--- config.mk ---
export PLATFORM = sky130hd
export DESIGN_NAME = irg_top
export DESIGN_NICKNAME = d
export VERILOG_FILES = /design/src/shared/irg_pkg.sv /design/src/hw/irg_fifo.sv /design/src/hw/irg_carrier.sv /design/src/hw/irg_top.sv
export SDC_FILE = /design/constraint.sdc
export NUM_CORES = 2
export LEC_CHECK = 0
export BUFFER_PORTS_ARGS = -buffer_cell sky130_fd_sc_hd__buf_2
export CORE_ASPECT_RATIO = 0.6
export CORE_MARGIN = 2
export CORE_UTILIZATION = 24
export DETAILED_ROUTE_END_ITERATION = 16
export SETUP_SLACK_MARGIN = 0.2
export SLEW_MARGIN = 40
export SYNTH_ARGS = -nofsm -noshare
export SYNTH_HDL_FRONTEND = slang
export SYNTH_SLANG_ARGS = --single-unit
--- constraint.sdc ---
create_clock -name MCLK -period 4.45 [get_ports MCLK]
set_input_delay 0.445 -clock MCLK [delete_from_list [all_inputs] [get_ports MCLK]]
set_output_delay 0.445 -clock MCLK [all_outputs]
set_load 0.01 [all_outputs]
--- src/shared/irg_pkg.sv ---
// constants, field layouts and types shared by the infrared code generator files
// assumes a single 125 MHz system clock; carrier clock cycles are derived ticks of it
// Operation
// - carrier runs on its own gated clock, at most 16 MHz, apart from bus timing
// - carrier on/off counts reach any frequency between 30 and 60 kHz
// - code FIFO holds 32 words of 16 bits written by software
// - word bit 15 set means digital message, clear means paint message
// - digital word: bits 14:11 hold bit count minus one, bits 10:0 payload
// - paint word: bit 14 picks mark or space, bits 13:0 its length
// - each payload bit becomes a programmed mark and space in programmed order
// - decoder pops words, decodes them and drives the modulator
// - a second repeat FIFO holds software-loaded repeat commands
// - while key held, repeat timer restarts and retransmits without software
// - modulator gate passes carrier during marks and blocks it during spaces
// - output stage may invert the final waveform under a setting
// - time mode drives marks as a steady level without carrier
// - pulse width and pulse distance codes come from programmable bit timings
// - Manchester codes come from bit-value dependent mark/space order
// - interrupt is raised when a transmission has completed
// - carrier shape set by on and off times in carrier clock cycles
// - separate order settings for one and zero choose mark first or space first
// - retransmit interval comes from a programmable repeat time
package irg_pkg;
	localparam int ADDR_W      = 8;
	localparam int WORD_W      = 16;
	localparam int CODE_DEPTH  = 32;
	localparam int REP_DEPTH   = 32;
	localparam int CLK_MHZ     = 125;
	localparam int CAR_MAX_MHZ = 16;
	localparam logic [7:0] CLKDIV_MIN = 8'((CLK_MHZ + CAR_MAX_MHZ - 1) / CAR_MAX_MHZ);

	// register byte addresses
	localparam logic [ADDR_W-1:0] OFF_CTRL      = 8'h00;
	localparam logic [ADDR_W-1:0] OFF_STATUS    = 8'h04;
	localparam logic [ADDR_W-1:0] OFF_CAR_ON    = 8'h08;
	localparam logic [ADDR_W-1:0] OFF_CAR_OFF   = 8'h0c;
	localparam logic [ADDR_W-1:0] OFF_ONE_MARK  = 8'h10;
	localparam logic [ADDR_W-1:0] OFF_ONE_SPACE = 8'h14;
	localparam logic [ADDR_W-1:0] OFF_ZERO_MARK = 8'h18;
	localparam logic [ADDR_W-1:0] OFF_ZERO_SPC  = 8'h1c;
	localparam logic [ADDR_W-1:0] OFF_REP_TIME  = 8'h20;
	localparam logic [ADDR_W-1:0] OFF_CODE_PUSH = 8'h24;
	localparam logic [ADDR_W-1:0] OFF_REP_PUSH  = 8'h28;
	localparam logic [ADDR_W-1:0] OFF_CLK_DIV   = 8'h2c;

	// generator_control bits
	localparam int CTRL_TRIGGER   = 0;
	localparam int CTRL_ONE_ORDER = 1;
	localparam int CTRL_ZERO_ORDR = 2;
	localparam int CTRL_INVERT    = 3;
	localparam int CTRL_TIME_MODE = 4;
	localparam int CTRL_KEY_HELD  = 5;
	localparam int CTRL_CLK_GATE  = 6;
	localparam int CTRL_REP_FLUSH = 7;
	localparam logic [7:0] CTRL_KEEP = 8'h7e;
	localparam logic [7:0] CTRL_RST  = 8'h00;

	// status bits
	localparam int ST_DONE       = 0;
	localparam int ST_BUSY       = 1;
	localparam int ST_CODE_EMPTY = 2;
	localparam int ST_CODE_FULL  = 3;
	localparam int ST_REP_EMPTY  = 4;
	localparam int ST_REP_FULL   = 5;
	localparam int ST_LVL_LSB    = 8;

	// code word layout
	localparam int W_TYPE     = 15;
	localparam int W_LEN_LSB  = 11;
	localparam int W_SYM      = 14;
	localparam logic [3:0] LEN_MAX = 4'ha;

	localparam logic [1:0] RESP_OKAY   = 2'h0;
	localparam logic [1:0] RESP_SLVERR = 2'h2;
	localparam logic       CAR_START_LEVEL = 1'b1;

	typedef enum logic [2:0] {S_IDLE, S_FETCH, S_DECODE, S_BIT, S_PAINT, S_REPWAIT} irg_state_e;
endpackage

--- src/hw/irg_fifo.sv ---
// word FIFO with registered read data; optional replay keeps popped words for rewind
// assumes DEPTH is a power of two and that pop and rewind never come in the same cycle
`timescale 1ns/100ps
module irg_fifo import irg_pkg::*; #(
	parameter int W      = irg_pkg::WORD_W,
	parameter int DEPTH  = irg_pkg::CODE_DEPTH,
	parameter bit REPLAY = 1'b0
) (
	// clock and reset
	input  wire logic                       mclk,
	input  wire logic                       rst_n,
	// fill side
	input  wire logic                       push,
	input  wire logic [W-1:0]               wdata,
	input  wire logic                       flush,
	// drain side
	input  wire logic                       pop,
	input  wire logic                       rewind,
	output logic      [W-1:0]               rdata,
	output logic                            empty,
	output logic                            full,
	output logic      [$clog2(DEPTH):0]     level
);
	import irg_pkg::*;
	localparam int AW = $clog2(DEPTH);
	localparam logic [AW-1:0] ONE_P = AW'(1);
	localparam logic [AW:0]   ONE_C = (AW+1)'(1);
	localparam logic [AW:0]   FULL_C = (AW+1)'(DEPTH);

	typedef struct packed {
		logic [DEPTH-1:0][W-1:0] mem;
		logic [AW-1:0]           wr;
		logic [AW-1:0]           rd;
		logic [AW:0]             cnt;
		logic [AW:0]             played;
		logic [W-1:0]            rdata;
	} irg_fifo_s;

	irg_fifo_s st;
	irg_fifo_s next_st;

	// replayed words still occupy their slots, so they count against full
	assign empty = (st.cnt == '0);
	assign full  = ((st.cnt + st.played) == FULL_C);
	assign level = st.cnt;
	assign rdata = st.rdata;

	always_comb begin
		next_st = st;
		next_st.rdata = st.mem[st.rd];
		if (flush) begin
			next_st.rd = st.wr;
			next_st.cnt = '0;
			next_st.played = '0;
		end else begin
			if (REPLAY && rewind) begin
				next_st.rd = st.rd - st.played[AW-1:0];
				next_st.cnt = st.cnt + st.played;
				next_st.played = '0;
			end else if (pop && !empty) begin
				next_st.rd = st.rd + ONE_P;
				next_st.cnt = st.cnt - ONE_C;
				if (REPLAY) begin
					next_st.played = st.played + ONE_C;
				end
			end
			if (push && !full) begin
				next_st.mem[st.wr] = wdata;
				next_st.wr = st.wr + ONE_P;
				next_st.cnt = next_st.cnt + ONE_C;
			end
		end
	end

	always_ff @(posedge mclk or negedge rst_n) begin
		if (!rst_n) begin
			st <= '0;
		end else begin
			st <= next_st;
		end
	end
endmodule

--- src/hw/irg_carrier.sv ---
// carrier pulse train counted in carrier clock ticks; restarts at the on phase each mark
// assumes tick is a one-cycle pulse per carrier clock cycle
`timescale 1ns/100ps
module irg_carrier import irg_pkg::*; (
	// clock and reset
	input  wire logic        mclk,
	input  wire logic        rst_n,
	// timing
	input  wire logic        tick,
	input  wire logic        run,
	input  wire logic [15:0] on_time,
	input  wire logic [15:0] off_time,
	// pulse train
	output logic             carrier
);
	import irg_pkg::*;
	localparam logic [15:0] ONE = 16'h0001;

	typedef struct packed {
		logic [15:0] cnt;
		logic        level;
	} irg_car_s;

	irg_car_s st;
	irg_car_s next_st;

	assign carrier = st.level;

	always_comb begin
		next_st = st;
		if (!run) begin
			next_st.cnt = '0;
			next_st.level = CAR_START_LEVEL;
		end else if (tick) begin
			if ((st.cnt + ONE) >= (st.level ? on_time : off_time)) begin
				next_st.cnt = '0;
				next_st.level = ~st.level;
			end else begin
				next_st.cnt = st.cnt + ONE;
			end
		end
	end

	always_ff @(posedge mclk or negedge rst_n) begin
		if (!rst_n) begin
			st.cnt <= '0;
			st.level <= CAR_START_LEVEL;
		end else begin
			st <= next_st;
		end
	end
endmodule

--- src/hw/irg_top.sv ---
// infrared code generator: register slave, code and repeat queues, decoder, modulator
// assumes an AXI4-Lite master on the 125 MHz clock and an emitter driver on IR_OUT
//
// Added by the designer: the address map and the AXI4-Lite interface to the registers.
`timescale 1ns/100ps
module irg_top import irg_pkg::*; #(
	parameter int DEPTH     = irg_pkg::CODE_DEPTH,
	parameter int REP_DEPTH = irg_pkg::REP_DEPTH
) (
	// clock and reset
	input  wire logic                        MCLK,
	input  wire logic                        RST_N,
	// write address
	input  wire logic [irg_pkg::ADDR_W-1:0]  AWADDR,
	input  wire logic                        AWVALID,
	output logic                             AWREADY,
	// write data
	input  wire logic [31:0]                 WDATA,
	input  wire logic [3:0]                  WSTRB,
	input  wire logic                        WVALID,
	output logic                             WREADY,
	// write response
	output logic      [1:0]                  BRESP,
	output logic                             BVALID,
	input  wire logic                        BREADY,
	// read address
	input  wire logic [irg_pkg::ADDR_W-1:0]  ARADDR,
	input  wire logic                        ARVALID,
	output logic                             ARREADY,
	// read data
	output logic      [31:0]                 RDATA,
	output logic      [1:0]                  RRESP,
	output logic                             RVALID,
	input  wire logic                        RREADY,
	// emitter and processor
	output logic                             IR_OUT,
	output logic                             IRQ
);
	import irg_pkg::*;
	localparam int LVL_W = $clog2(DEPTH) + 1;
	localparam int RLVL_W = $clog2(REP_DEPTH) + 1;
	localparam logic [15:0] CNT_ONE = 16'h0001;
	localparam logic [31:0] REP_ONE = 32'h00000001;
	localparam logic [7:0]  DIV_ONE = 8'h01;
	localparam logic [3:0]  BIT_ONE = 4'h1;

	typedef struct packed {
		logic              aw_full;
		logic [ADDR_W-1:0] aw_addr;
		logic              w_full;
		logic [31:0]       w_data;
		logic [3:0]        w_strb;
		logic              bvalid;
		logic [1:0]        bresp;
		logic              rvalid;
		logic [31:0]       rdata;
		logic [1:0]        rresp;
		logic [7:0]        ctrl;
		logic [15:0]       car_on;
		logic [15:0]       car_off;
		logic [15:0]       one_mark;
		logic [15:0]       one_space;
		logic [15:0]       zero_mark;
		logic [15:0]       zero_space;
		logic [31:0]       rep_time;
		logic [7:0]        clk_div;
		logic [7:0]        div_cnt;
		logic              tick;
		irg_state_e        state;
		logic              src;
		logic              done;
		logic              mark;
		logic              phase;
		logic              out;
		logic [15:0]       word;
		logic [15:0]       cnt;
		logic [3:0]        bit_idx;
		logic [31:0]       rep_cnt;
	} irg_top_s;

	irg_top_s st;
	irg_top_s next_st;

	// byte-lane merge for register writes
	function automatic logic [31:0] irg_merge(input logic [31:0] old, input logic [31:0] wv,
			input logic [3:0] strb);
		logic [31:0] r;
		r = old;
		for (int i = 0; i < 4; i++) begin
			if (strb[i]) begin
				r[8*i +: 8] = wv[8*i +: 8];
			end
		end
		return r;
	endfunction

	// level and length of one half of a payload bit
	function automatic logic [16:0] irg_symbol(input irg_top_s s, input logic b, input logic ph);
		logic mark_first;
		logic mk;
		mark_first = ~(b ? s.ctrl[CTRL_ONE_ORDER] : s.ctrl[CTRL_ZERO_ORDR]);
		mk = ph ? ~mark_first : mark_first;
		if (b) begin
			return {mk, mk ? s.one_mark : s.one_space};
		end
		return {mk, mk ? s.zero_mark : s.zero_space};
	endfunction

	logic              code_push;
	logic              code_pop;
	logic [WORD_W-1:0] code_data;
	logic              code_empty;
	logic              code_full;
	logic [LVL_W-1:0]  code_level;
	logic              rep_push;
	logic              rep_pop;
	logic              rep_rewind;
	logic              rep_flush;
	logic [WORD_W-1:0] rep_data;
	logic              rep_empty;
	logic              rep_full;
	logic              carrier;
	logic [31:0]       wmerged;
	logic [31:0]       status_v;
	logic [16:0]       sym;
	logic [15:0]       word;
	logic [3:0]        len;
	logic              fin;
	logic              src_empty;
	logic [7:0]        div_w;

	irg_fifo #(
		.W      (WORD_W),
		.DEPTH  (DEPTH),
		.REPLAY (1'b0)
	) u_code (
		.mclk   (MCLK),
		.rst_n  (RST_N),
		.push   (code_push),
		.wdata  (st.w_data[WORD_W-1:0]),
		.flush  (1'b0),
		.pop    (code_pop),
		.rewind (1'b0),
		.rdata  (code_data),
		.empty  (code_empty),
		.full   (code_full),
		.level  (code_level)
	);

	irg_fifo #(
		.W      (WORD_W),
		.DEPTH  (REP_DEPTH),
		.REPLAY (1'b1)
	) u_repeat (
		.mclk   (MCLK),
		.rst_n  (RST_N),
		.push   (rep_push),
		.wdata  (st.w_data[WORD_W-1:0]),
		.flush  (rep_flush),
		.pop    (rep_pop),
		.rewind (rep_rewind),
		.rdata  (rep_data),
		.empty  (rep_empty),
		.full   (rep_full),
		.level  ()
	);

	irg_carrier u_carrier (
		.mclk     (MCLK),
		.rst_n    (RST_N),
		.tick     (st.tick),
		.run      (st.mark),
		.on_time  (st.car_on),
		.off_time (st.car_off),
		.carrier  (carrier)
	);

	assign AWREADY = ~st.aw_full;
	assign WREADY  = ~st.w_full;
	assign ARREADY = ~st.rvalid;
	assign BVALID  = st.bvalid;
	assign BRESP   = st.bresp;
	assign RVALID  = st.rvalid;
	assign RDATA   = st.rdata;
	assign RRESP   = st.rresp;
	assign IR_OUT  = st.out;
	assign IRQ     = st.done;

	always_comb begin
		next_st = st;
		code_push = 1'b0;
		code_pop = 1'b0;
		rep_push = 1'b0;
		rep_pop = 1'b0;
		rep_rewind = 1'b0;
		rep_flush = 1'b0;
		sym = '0;
		word = st.src ? rep_data : code_data;
		len = (word[W_TYPE-1:W_LEN_LSB] > LEN_MAX) ? LEN_MAX : word[W_TYPE-1:W_LEN_LSB];
		fin = st.tick && (st.cnt <= CNT_ONE);
		src_empty = st.src ? rep_empty : code_empty;
		wmerged = '0;
		div_w = '0;

		status_v = '0;
		status_v[ST_DONE] = st.done;
		status_v[ST_BUSY] = (st.state != S_IDLE);
		status_v[ST_CODE_EMPTY] = code_empty;
		status_v[ST_CODE_FULL] = code_full;
		status_v[ST_REP_EMPTY] = rep_empty;
		status_v[ST_REP_FULL] = rep_full;
		status_v[ST_LVL_LSB +: LVL_W] = code_level;

		// read channel: one outstanding read, answered the cycle after acceptance
		if (st.rvalid && RREADY) begin
			next_st.rvalid = 1'b0;
		end
		if (ARVALID && !st.rvalid) begin
			next_st.rvalid = 1'b1;
			next_st.rresp = RESP_OKAY;
			next_st.rdata = '0;
			case (ARADDR)
				OFF_CTRL:      next_st.rdata[7:0] = st.ctrl;
				OFF_STATUS:    next_st.rdata = status_v;
				OFF_CAR_ON:    next_st.rdata[15:0] = st.car_on;
				OFF_CAR_OFF:   next_st.rdata[15:0] = st.car_off;
				OFF_ONE_MARK:  next_st.rdata[15:0] = st.one_mark;
				OFF_ONE_SPACE: next_st.rdata[15:0] = st.one_space;
				OFF_ZERO_MARK: next_st.rdata[15:0] = st.zero_mark;
				OFF_ZERO_SPC:  next_st.rdata[15:0] = st.zero_space;
				OFF_REP_TIME:  next_st.rdata = st.rep_time;
				OFF_CLK_DIV:   next_st.rdata[7:0] = st.clk_div;
				OFF_CODE_PUSH, OFF_REP_PUSH: next_st.rdata = '0;
				default:       next_st.rresp = RESP_SLVERR;
			endcase
		end

		// write channel: address and data taken in either order, then committed together
		if (st.bvalid && BREADY) begin
			next_st.bvalid = 1'b0;
		end
		if (AWVALID && !st.aw_full) begin
			next_st.aw_full = 1'b1;
			next_st.aw_addr = AWADDR;
		end
		if (WVALID && !st.w_full) begin
			next_st.w_full = 1'b1;
			next_st.w_data = WDATA;
			next_st.w_strb = WSTRB;
		end
		if (st.aw_full && st.w_full && !st.bvalid) begin
			next_st.aw_full = 1'b0;
			next_st.w_full = 1'b0;
			next_st.bvalid = 1'b1;
			next_st.bresp = RESP_OKAY;
			case (st.aw_addr)
				OFF_CTRL: begin
					wmerged = irg_merge({24'h000000, st.ctrl}, st.w_data, st.w_strb);
					next_st.ctrl = wmerged[7:0] & CTRL_KEEP;
					rep_flush = wmerged[CTRL_REP_FLUSH] & st.w_strb[0];
				end
				OFF_STATUS: begin
					if (st.w_strb[0] && st.w_data[ST_DONE]) begin
						next_st.done = 1'b0;
					end
				end
				OFF_CAR_ON:    next_st.car_on = 16'(irg_merge({16'h0000, st.car_on}, st.w_data, st.w_strb));
				OFF_CAR_OFF:   next_st.car_off = 16'(irg_merge({16'h0000, st.car_off}, st.w_data, st.w_strb));
				OFF_ONE_MARK:  next_st.one_mark = 16'(irg_merge({16'h0000, st.one_mark}, st.w_data, st.w_strb));
				OFF_ONE_SPACE: next_st.one_space = 16'(irg_merge({16'h0000, st.one_space}, st.w_data, st.w_strb));
				OFF_ZERO_MARK: next_st.zero_mark = 16'(irg_merge({16'h0000, st.zero_mark}, st.w_data, st.w_strb));
				OFF_ZERO_SPC:  next_st.zero_space = 16'(irg_merge({16'h0000, st.zero_space}, st.w_data, st.w_strb));
				OFF_REP_TIME:  next_st.rep_time = irg_merge(st.rep_time, st.w_data, st.w_strb);
				OFF_CLK_DIV: begin
					// a divider below the minimum would push the carrier clock over its ceiling
					div_w = 8'(irg_merge({24'h000000, st.clk_div}, st.w_data, st.w_strb));
					next_st.clk_div = (div_w < CLKDIV_MIN) ? CLKDIV_MIN : div_w;
				end
				OFF_CODE_PUSH: begin
					code_push = ~code_full;
					next_st.bresp = code_full ? RESP_SLVERR : RESP_OKAY;
				end
				OFF_REP_PUSH: begin
					rep_push = ~rep_full;
					next_st.bresp = rep_full ? RESP_SLVERR : RESP_OKAY;
				end
				default: next_st.bresp = RESP_SLVERR;
			endcase
		end

		// carrier clock: gated divided tick of the system clock
		next_st.tick = 1'b0;
		if (st.ctrl[CTRL_CLK_GATE]) begin
			if (st.div_cnt >= (st.clk_div - DIV_ONE)) begin
				next_st.div_cnt = '0;
				next_st.tick = 1'b1;
			end else begin
				next_st.div_cnt = st.div_cnt + DIV_ONE;
			end
		end else begin
			next_st.div_cnt = '0;
		end

		// decoder and modulator sequencing
		unique case (st.state)
			S_IDLE: begin
				next_st.mark = 1'b0;
				if (st.aw_full && st.w_full && !st.bvalid && st.aw_addr == OFF_CTRL
						&& st.w_strb[0] && st.w_data[CTRL_TRIGGER]) begin
					next_st.src = 1'b0;
					next_st.state = S_FETCH;
				end
			end
			S_FETCH: begin
				if (src_empty) begin
					next_st.mark = 1'b0;
					next_st.done = 1'b1;
					if (st.ctrl[CTRL_KEY_HELD] && !(rep_empty && !st.src)) begin
						next_st.rep_cnt = st.rep_time;
						next_st.state = S_REPWAIT;
					end else begin
						next_st.state = S_IDLE;
					end
				end else begin
					code_pop = ~st.src;
					rep_pop = st.src;
					next_st.state = S_DECODE;
				end
			end
			S_DECODE: begin
				next_st.word = word;
				if (word[W_TYPE]) begin
					next_st.bit_idx = len;
					next_st.phase = 1'b0;
					sym = irg_symbol(st, word[len], 1'b0);
					next_st.mark = sym[16];
					next_st.cnt = sym[15:0];
					next_st.state = S_BIT;
				end else begin
					next_st.mark = word[W_SYM];
					next_st.cnt = {2'b00, word[W_SYM-1:0]};
					next_st.state = S_PAINT;
				end
			end
			S_BIT: begin
				if (fin) begin
					if (!st.phase) begin
						sym = irg_symbol(st, st.word[st.bit_idx], 1'b1);
						next_st.phase = 1'b1;
						next_st.mark = sym[16];
						next_st.cnt = sym[15:0];
					end else if (st.bit_idx == '0) begin
						next_st.state = S_FETCH;
					end else begin
						sym = irg_symbol(st, st.word[st.bit_idx - BIT_ONE], 1'b0);
						next_st.bit_idx = st.bit_idx - BIT_ONE;
						next_st.phase = 1'b0;
						next_st.mark = sym[16];
						next_st.cnt = sym[15:0];
					end
				end else if (st.tick) begin
					next_st.cnt = st.cnt - CNT_ONE;
				end
			end
			S_PAINT: begin
				if (fin) begin
					next_st.state = S_FETCH;
				end else if (st.tick) begin
					next_st.cnt = st.cnt - CNT_ONE;
				end
			end
			S_REPWAIT: begin
				if (!st.ctrl[CTRL_KEY_HELD]) begin
					next_st.state = S_IDLE;
				end else if (st.tick) begin
					if (st.rep_cnt <= REP_ONE) begin
						rep_rewind = 1'b1;
						next_st.src = 1'b1;
						next_st.state = S_FETCH;
					end else begin
						next_st.rep_cnt = st.rep_cnt - REP_ONE;
					end
				end
			end
		endcase

		// modulator gate and output stage
		next_st.out = st.ctrl[CTRL_INVERT] ^ (st.mark & (st.ctrl[CTRL_TIME_MODE] | carrier));
	end

	always_ff @(posedge MCLK or negedge RST_N) begin
		if (!RST_N) begin
			st <= '0;
			st.ctrl <= CTRL_RST;
			st.clk_div <= CLKDIV_MIN;
			st.state <= S_IDLE;
		end else begin
			st <= next_st;
		end
	end
endmodule

-- Word level (Yosys, flattened, before mapping)
Index checks and enable logic that the tools add are counted.
- bits of input ports: 59
- register bits after elaboration: 1422
- word-level logic and storage cells: 428
- bitwise gates (word level): 14
- add/sub/neg operators: 17
- reductions and logical operators: 76
- mux-type cells: 141
- order comparisons: 15
- equality and inequality tests: 50
- operators by type and width (kind ; count):
    512-bit bitwise mux ; 2
    16-bit 2-to-1 mux ; 19
    17-bit 2-to-1 mux ; 12
    16-bit binary-select mux with 5-bit select ; 2
    16-bit demux with 5-bit select ; 2
    32-bit 2-to-1 mux ; 5
    8-bit case mux with 10 select lines ; 1
    8-bit 2-to-1 mux ; 9
    8-bit by 5-bit equality test with 1-bit output, second input constant ; 8
    8-bit by 6-bit equality test with 1-bit output, second input constant ; 8
    32-bit case mux with 2 select lines ; 1
    8-bit case mux with 8 select lines ; 1
    3-bit AND reduction ; 19
    16-bit case mux with 3 select lines ; 1
    1-bit 2-to-1 mux ; 47
    37-bit 2-to-1 mux ; 1
    35-bit 2-to-1 mux ; 1
    8-bit by 4-bit equality test with 1-bit output, second input constant ; 4
    32-bit by 1-bit <= comparator with 1-bit output, second input constant ; 1
    32-bit by 1-bit subtractor with 32-bit output, second input constant ; 1
    4-bit 2-to-1 mux ; 7
    2-bit inequality test, second input constant ; 14
    3-bit 2-to-1 mux ; 9
    5-bit by 6-bit < comparator with 1-bit output, second input constant ; 4
    other kinds (55) ; 134

-- Logic depth before layout (Yosys ltp)
- word-level depth: 13
- mapped depth: 15
- gate-level depth less buffers: 14

-- By module
A second synthesis with hierarchy kept.
- cells, all modules: 4951
- area, all modules: 69546.7 sq um
- by module, submodules not included (module ; area an instance (sq um) ; instances ; sequential area each (sq um) ; cells an instance):
    irg_fifo (u_repeat) ; 26052.5 ; 1 ; 13763.2 ; 1635
    irg_fifo (u_code) ; 24938.9 ; 1 ; 13613.1 ; 1511
    irg_top ; 16955.0 ; 1 ; 7733.7 ; 1623
    irg_carrier ; 1600.3 ; 1 ; 426.7 ; 182

-- Worst setup path after synthesis
OpenSTA, ideal clock, no wires.
- kind: reg-to-reg
- start point: register u_carrier.st[3] in the netlist's numbering
- end point: register u_carrier.st[12] in the netlist's numbering
- setup time: 0.122 ns
- arrival: 3.161 ns
- slack: 1.168 ns
- stages on the path, launching flop included: 15
- cells stage by stage: dfrtp_1 > nand3_1 > nor3_1 > and3_1 > and3_1 > nand3_1 > xnor2_1 > ha_1 > nand3_1 > nor2_1 > o211ai_1 > a21oi_1 > clkbuf_1 > nor2_1 > a32o_1
- cells in the longest elaborated chain, start to end: 5
- RTL lines (element ; line ; source):
    start: declaration ; irg_carrier.sv:24 ; irg_car_s st;
    start signal: assignment ; irg_carrier.sv:49 ; st <= next_st;
    16-bit by 1-bit adder with 16-bit output (*) ; irg_carrier.sv:35, irg_carrier.sv:39 ;
    16-bit >= comparator ; irg_carrier.sv:35 ; if ((st.cnt + ONE) >= (st.level ? on_time : off_time)) begin
    16-bit 2-to-1 mux (*) ; irg_carrier.sv:35 ;
    17-bit 2-to-1 mux (*) ; irg_carrier.sv:34 ; end else if (tick) begin
    17-bit 2-to-1 mux (*) ; irg_carrier.sv:31 ; if (!run) begin
Mark *: on every way between the ends. The rest lies on a longest branch, timed or not. The select of a mux whose other input is x is not followed.
A chain may end at the register's enable or synchronous reset.

-- Final worst setup path
- start point: register u_carrier.st[1] in the netlist's numbering
- end point: register u_carrier.st[8] in the netlist's numbering
The elaborated chain is that of the path after synthesis.

==> report_table.html <==
<table>
<tr><th>Metric</th><th>Value</th></tr>
<tr><th colspan="2">Run status</th></tr>
<tr><td>Result of the run</td><td>finished, final reports clean</td></tr>
<tr><th colspan="2">STA</th></tr>
<tr><td>Relative slew slack</td><td>around 41%</td></tr>
<tr><td>Final Hold Slack</td><td>~0.12 ns</td></tr>
<tr><td>Number of hold-slack violations in the final timing report</td><td>0</td></tr>
<tr><td>Final worst slack</td><td>0.446 ns</td></tr>
<tr><td>Worst Clk Skew</td><td>~0.053 ns</td></tr>
<tr><td>Setup repair after global routing missed its margin</td><td>no</td></tr>
<tr><td>Transition time at the pin with the least slew margin</td><td>about 0.88 ns</td></tr>
<tr><td>Setup Total Neg Slack</td><td>0 ns</td></tr>
<tr><td>Maximum clock frequency</td><td>250 MHz</td></tr>
<tr><td>Post-route fraction of the period consumed by the critical path</td><td>between 80% and 90%</td></tr>
<tr><td>Count of endpoints failing setup in the final report</td><td>0</td></tr>
<tr><td>Max-slew violation count</td><td>0</td></tr>
<tr><td>Final critical-path required period</td><td>~4 ns</td></tr>
<tr><th colspan="2">Routing</th></tr>
<tr><td>Per-cell routed wire length</td><td>around 23 um</td></tr>
<tr><td>Antenna Violating Nets Remaining</td><td>0</td></tr>
<tr><td>Remaining routing DRC violations</td><td>0</td></tr>
<tr><td>DRT Wirelength</td><td>198000 um</td></tr>
<tr><td>TritonRoute pass-1 iters</td><td>5</td></tr>
<tr><td>Iter 0 DRT Violations</td><td>between 4000 and 5000</td></tr>
<tr><td>Vias per cell</td><td>4.88</td></tr>
<tr><td>Vias post-DR</td><td>42641</td></tr>
<tr><th colspan="2">Yosys</th></tr>
<tr><td>Sequential share of the synthesized area</td><td>about half</td></tr>
<tr><td>Mux cell area share after synthesis</td><td>around a third</td></tr>
<tr><td>Simple-Gate Fraction of Synth Area</td><td>about 4.5%</td></tr>
<tr><td>Synthesized instance count</td><td>a little under 5000</td></tr>
<tr><td>Primary flip-flop cell chosen by synthesis mapping</td><td>dfrtp_1</td></tr>
<tr><td>Mean cell area of the mapped netlist</td><td>between 10 and 15 um^2</td></tr>
<tr><td>Flop and latch count out of synthesis</td><td>approximately 1400</td></tr>
<tr><td>Post-synth EDFFs</td><td>0</td></tr>
<tr><td>Library cell with the highest instance count after synthesis</td><td>dfrtp_1</td></tr>
<tr><td>Biggest area contributors in the synthesized netlist</td><td>dfrtp_1 (52%), mux2_2 (19%), mux4_2 (11%)</td></tr>
<tr><td>Main combinational cell family by area after synthesis</td><td>multiplexers</td></tr>
<tr><td>Count of yosys warnings during synthesis</td><td>0</td></tr>
<tr><td>Area of the mapped netlist</td><td>between 60000 and 70000 um^2</td></tr>
<tr><td>Parity-gate share of the synthesized area counting xor and xnor cells</td><td>less than 1%</td></tr>
<tr><td>Compound-gate portion of the synthesized area</td><td>~5.2%</td></tr>
<tr><td>Post-synthesis cell type count</td><td>slightly below 100</td></tr>
<tr><td>Adder-cell share of the synthesized area</td><td>under 10%</td></tr>
<tr><td>Cell type with the largest total area after synthesis</td><td>dfrtp_1</td></tr>
<tr><td>Fraction of registers with async set or reset after synthesis</td><td>between 90% and 100%</td></tr>
<tr><td>Most numerous cell types in the synthesized netlist</td><td>dfrtp_1 (1418), mux2_2 (1161), mux4_2 (327)</td></tr>
<tr><td>Top cell type's share of synthesized area</td><td>about half</td></tr>
<tr><th colspan="2">Final layout</th></tr>
<tr><td>Net count reported at finish</td><td>4976</td></tr>
<tr><td>Fraction of final layout cells with drive strength greater than 1</td><td>41.3%</td></tr>
<tr><td>Post-synthesis to final-layout area growth</td><td>13.8%</td></tr>
<tr><th colspan="2">Worst setup path</th></tr>
<tr><td>Launching element type of the critical path</td><td>flip-flop</td></tr>
<tr><td>Critical path required time</td><td>between 5 and 6 ns</td></tr>
<tr><td>Critical path type</td><td>flip-flop to flip-flop</td></tr>
<tr><td>Crit-path max FO</td><td>6</td></tr>
<tr><td>Data arrival time of the critical path</td><td>roughly 4.7 ns</td></tr>
<tr><td>Critical Path Sink Type</td><td>flip-flop</td></tr>
<tr><th colspan="2">Global route</th></tr>
<tr><td>Number of global-route vias before repair</td><td>~43000</td></tr>
<tr><td>Largest net degree at the start of global routing</td><td>117</td></tr>
<tr><td>Initial antenna violation count</td><td>27</td></tr>
<tr><td>Wire length of the first global-routing pass</td><td>295000 um</td></tr>
<tr><td>Global-route total usage across every layer</td><td>a little over an eighth</td></tr>
<tr><td>Overflow left after global routing</td><td>0</td></tr>
<tr><th colspan="2">Placement</th></tr>
<tr><td>Pre-CTS setup slack</td><td>roughly 0.53 ns</td></tr>
<tr><td>Number of port buffers</td><td>a little under 100</td></tr>
<tr><td>Routability cong.</td><td>between 0.8 and 0.9</td></tr>
<tr><td>HPWL after detailed placement</td><td>132000 um</td></tr>
<tr><th colspan="2">CTS</th></tr>
<tr><td>Buffers from clock root to sink, at most</td><td>3</td></tr>
<tr><td>CTS tree</td><td>done</td></tr>
<tr><td>Number of clock buffers inserted by TritonCTS</td><td>120</td></tr>
<tr><td>Clock-pin slew reported for the worst setup and hold paths after clock tree synthesis</td><td>~0.070 ns</td></tr>
<tr><td>CTS root buffer</td><td>clkbuf_16</td></tr>
<tr><td>Clock latency on the worst-skew pair</td><td>0.78 ns</td></tr>
<tr><td>CTS H-tree depth</td><td>3</td></tr>
<tr><td>Setup fix buffers added after clock tree synthesis</td><td>0</td></tr>
<tr><td>Sink Count</td><td>between 1000 and 1500</td></tr>
<tr><th colspan="2">Die</th></tr>
<tr><td>Boundary Pins</td><td>approximately 100</td></tr>
<tr><td>Initial Utilization</td><td>between 20% and 30%</td></tr>
<tr><td>Rows</td><td>~150</td></tr>
<tr><td>Die span in y</td><td>between 400 and 500 um</td></tr>
<tr><td>Placeable core region</td><td>~290000 um^2</td></tr>
<tr><td>Width of the chip</td><td>just under 700 um</td></tr>
<tr><td>Floorplan die area</td><td>291000 um^2</td></tr>
<tr><th colspan="2">Min path</th></tr>
<tr><td>Class of the tightest hold or removal check</td><td>input port to flip-flop</td></tr>
<tr><th colspan="2">Power and ir drop</th></tr>
<tr><td>Leakage power</td><td>roughly 36 nW</td></tr>
<tr><td>Power per Cell Area</td><td>roughly 430 nW/um^2</td></tr>
<tr><td>Design Power</td><td>0.0338 W</td></tr>
<tr><td>Largest vdd supply drop</td><td>~0.54 mV</td></tr>
<tr><th colspan="2">Run</th></tr>
<tr><td>Number of maximum-capacitance violations</td><td>0</td></tr>
</table>
## stage by stage
step / std cells / area, um^2 / util (%)
2_1_floorplan: 4881 / 68700 / -
3_3_place_gp: 8458 / 73100 / 25.6
3_5_place_dp: 8459 / 73200 / 25.7
4_1_cts: 8734 / 78100 / 27.4
5_1_grt: 8735 / 78100 / 27.4
6_report: 8739 / 78100 / 27.4
## routing by layer
layer,vias up,track usage (%),routed length (um)
li1,18003,-,-
met1,22946,20.9,96600
met2,1488,17.5,76900
met3,200,4.89,20800
met4,4,2.30,3050
met5,-,0.662,271
## state kept, by name, summed over array words and instances (netlist names), 6 cells and up
name and count:
RDATA 32, st 271, u_carrier.st 16, u_code.level 6, u_code.rdata 16, u_code.st 522
u_repeat.level 6, u_repeat.rdata 16, u_repeat.st 528
## worst max-delay path, cell delays in order (launching register included)
cell       delay (ns)
dfrtp_1          0.44
ha_1             0.30
nand2_1          0.12
nor2_1           0.20
and3_1           0.31
and3_1           0.28
nand3_1          0.14
xnor2_2          0.17
ha_1             0.31
nand3_1          0.12
nor2_1           0.09
a221oi_1         0.36
o21ai_0          0.25
or3_1            0.46
buf_4            0.18
o2bb2ai_1        0.16
## kinds of logic after synthesis
logic type | count (synthesis)
DFF | 1420
and+or+nand+nor | 614
muxes | 1677
other | 1
buffers and inverters | 505
AOI/OAI and AO/OA | 527
xor gates and xnor gates | 76
adders and majority gates | 60
## final cells by class
cell class	count	area (um^2)
Clock inverter	53	867
Timing Repair Buffer	312	2530
Fill cell	28684	207000
Clock buffer	173	3500
Sequential cell	1420	35600
Multi-Input combinational cell	2956	30700
Inverter	47	176
Antenna cell	5	12.5
Tap cell	3773	4720
## where the power goes
| group | switching (W) | internal [W] |
|---|---|---|
| Combinational | 0.00446 | 0.00227 |
| Sequential | 0.00169 | 0.0136 |
| Clock | 0.00524 | 0.00651 |
## what timing repair did
item,CTS,global route
resized for setup,0,1
hold buffers,49,0
endpoints found under the hold margin,90,0
setup endpoints to repair,0,15
## layout by cell type (no fill, tap or decap), drive strengths merged, types with 12 or more instances in the layout
cell | Yosys | final
xor2 | 29 | 29
o2bb2ai | 13 | 13
inv | 47 | 50
xnor2 | 47 | 47
or2 | 12 | 12
a22oi | 45 | 45
ha | 58 | 58
mux4 | 327 | 327
or3 | 16 | 16
nand4 | 15 | 15
nand2 | 218 | 218
a21oi | 76 | 76
and3 | 51 | 51
mux2i | 95 | 95
nor4 | 18 | 18
nor2b | 14 | 14
nor2 | 111 | 111
dfrtp | 1418 | 1418
nor3 | 41 | 41
clkinv | 0 | 25
a221oi | 21 | 21
o31ai | 13 | 13
o211ai | 18 | 18
o22ai | 17 | 17
a211oi | 14 | 14
dlygate4sd3 | 0 | 49
clkbuf | 249 | 173
a21o | 32 | 32
bufinv | 0 | 17
a31oi | 15 | 15
mux2 | 1255 | 1255
nand2b | 17 | 17
o21ai | 150 | 150
a22o | 16 | 16
nand3 | 47 | 47
buf | 209 | 263
## worst paths after layout
check                      cells after the start                         from  slack [ns]                           end
max                                           15  u_carrier.st[1]$_DFFE_PN0P_        0.45   u_carrier.st[8]$_DFFE_PN0P_
min                                            4                    ARADDR[6]        0.12          RRESP[1]$_DFFE_PN0P_
max reg2reg                                   15  u_carrier.st[1]$_DFFE_PN0P_        0.45   u_carrier.st[8]$_DFFE_PN0P_
min reg2reg                                    1        RDATA[10]$_DFFE_PN0P_        0.48         RDATA[10]$_DFFE_PN0P_
max in group asynchronous                      4                        RST_N        2.72  u_repeat.st[506]$_DFFE_PN0P_
min in group asynchronous                      2                        RST_N        0.19   u_repeat.st[96]$_DFFE_PN0P_
(Power assumes the default switching activity.)
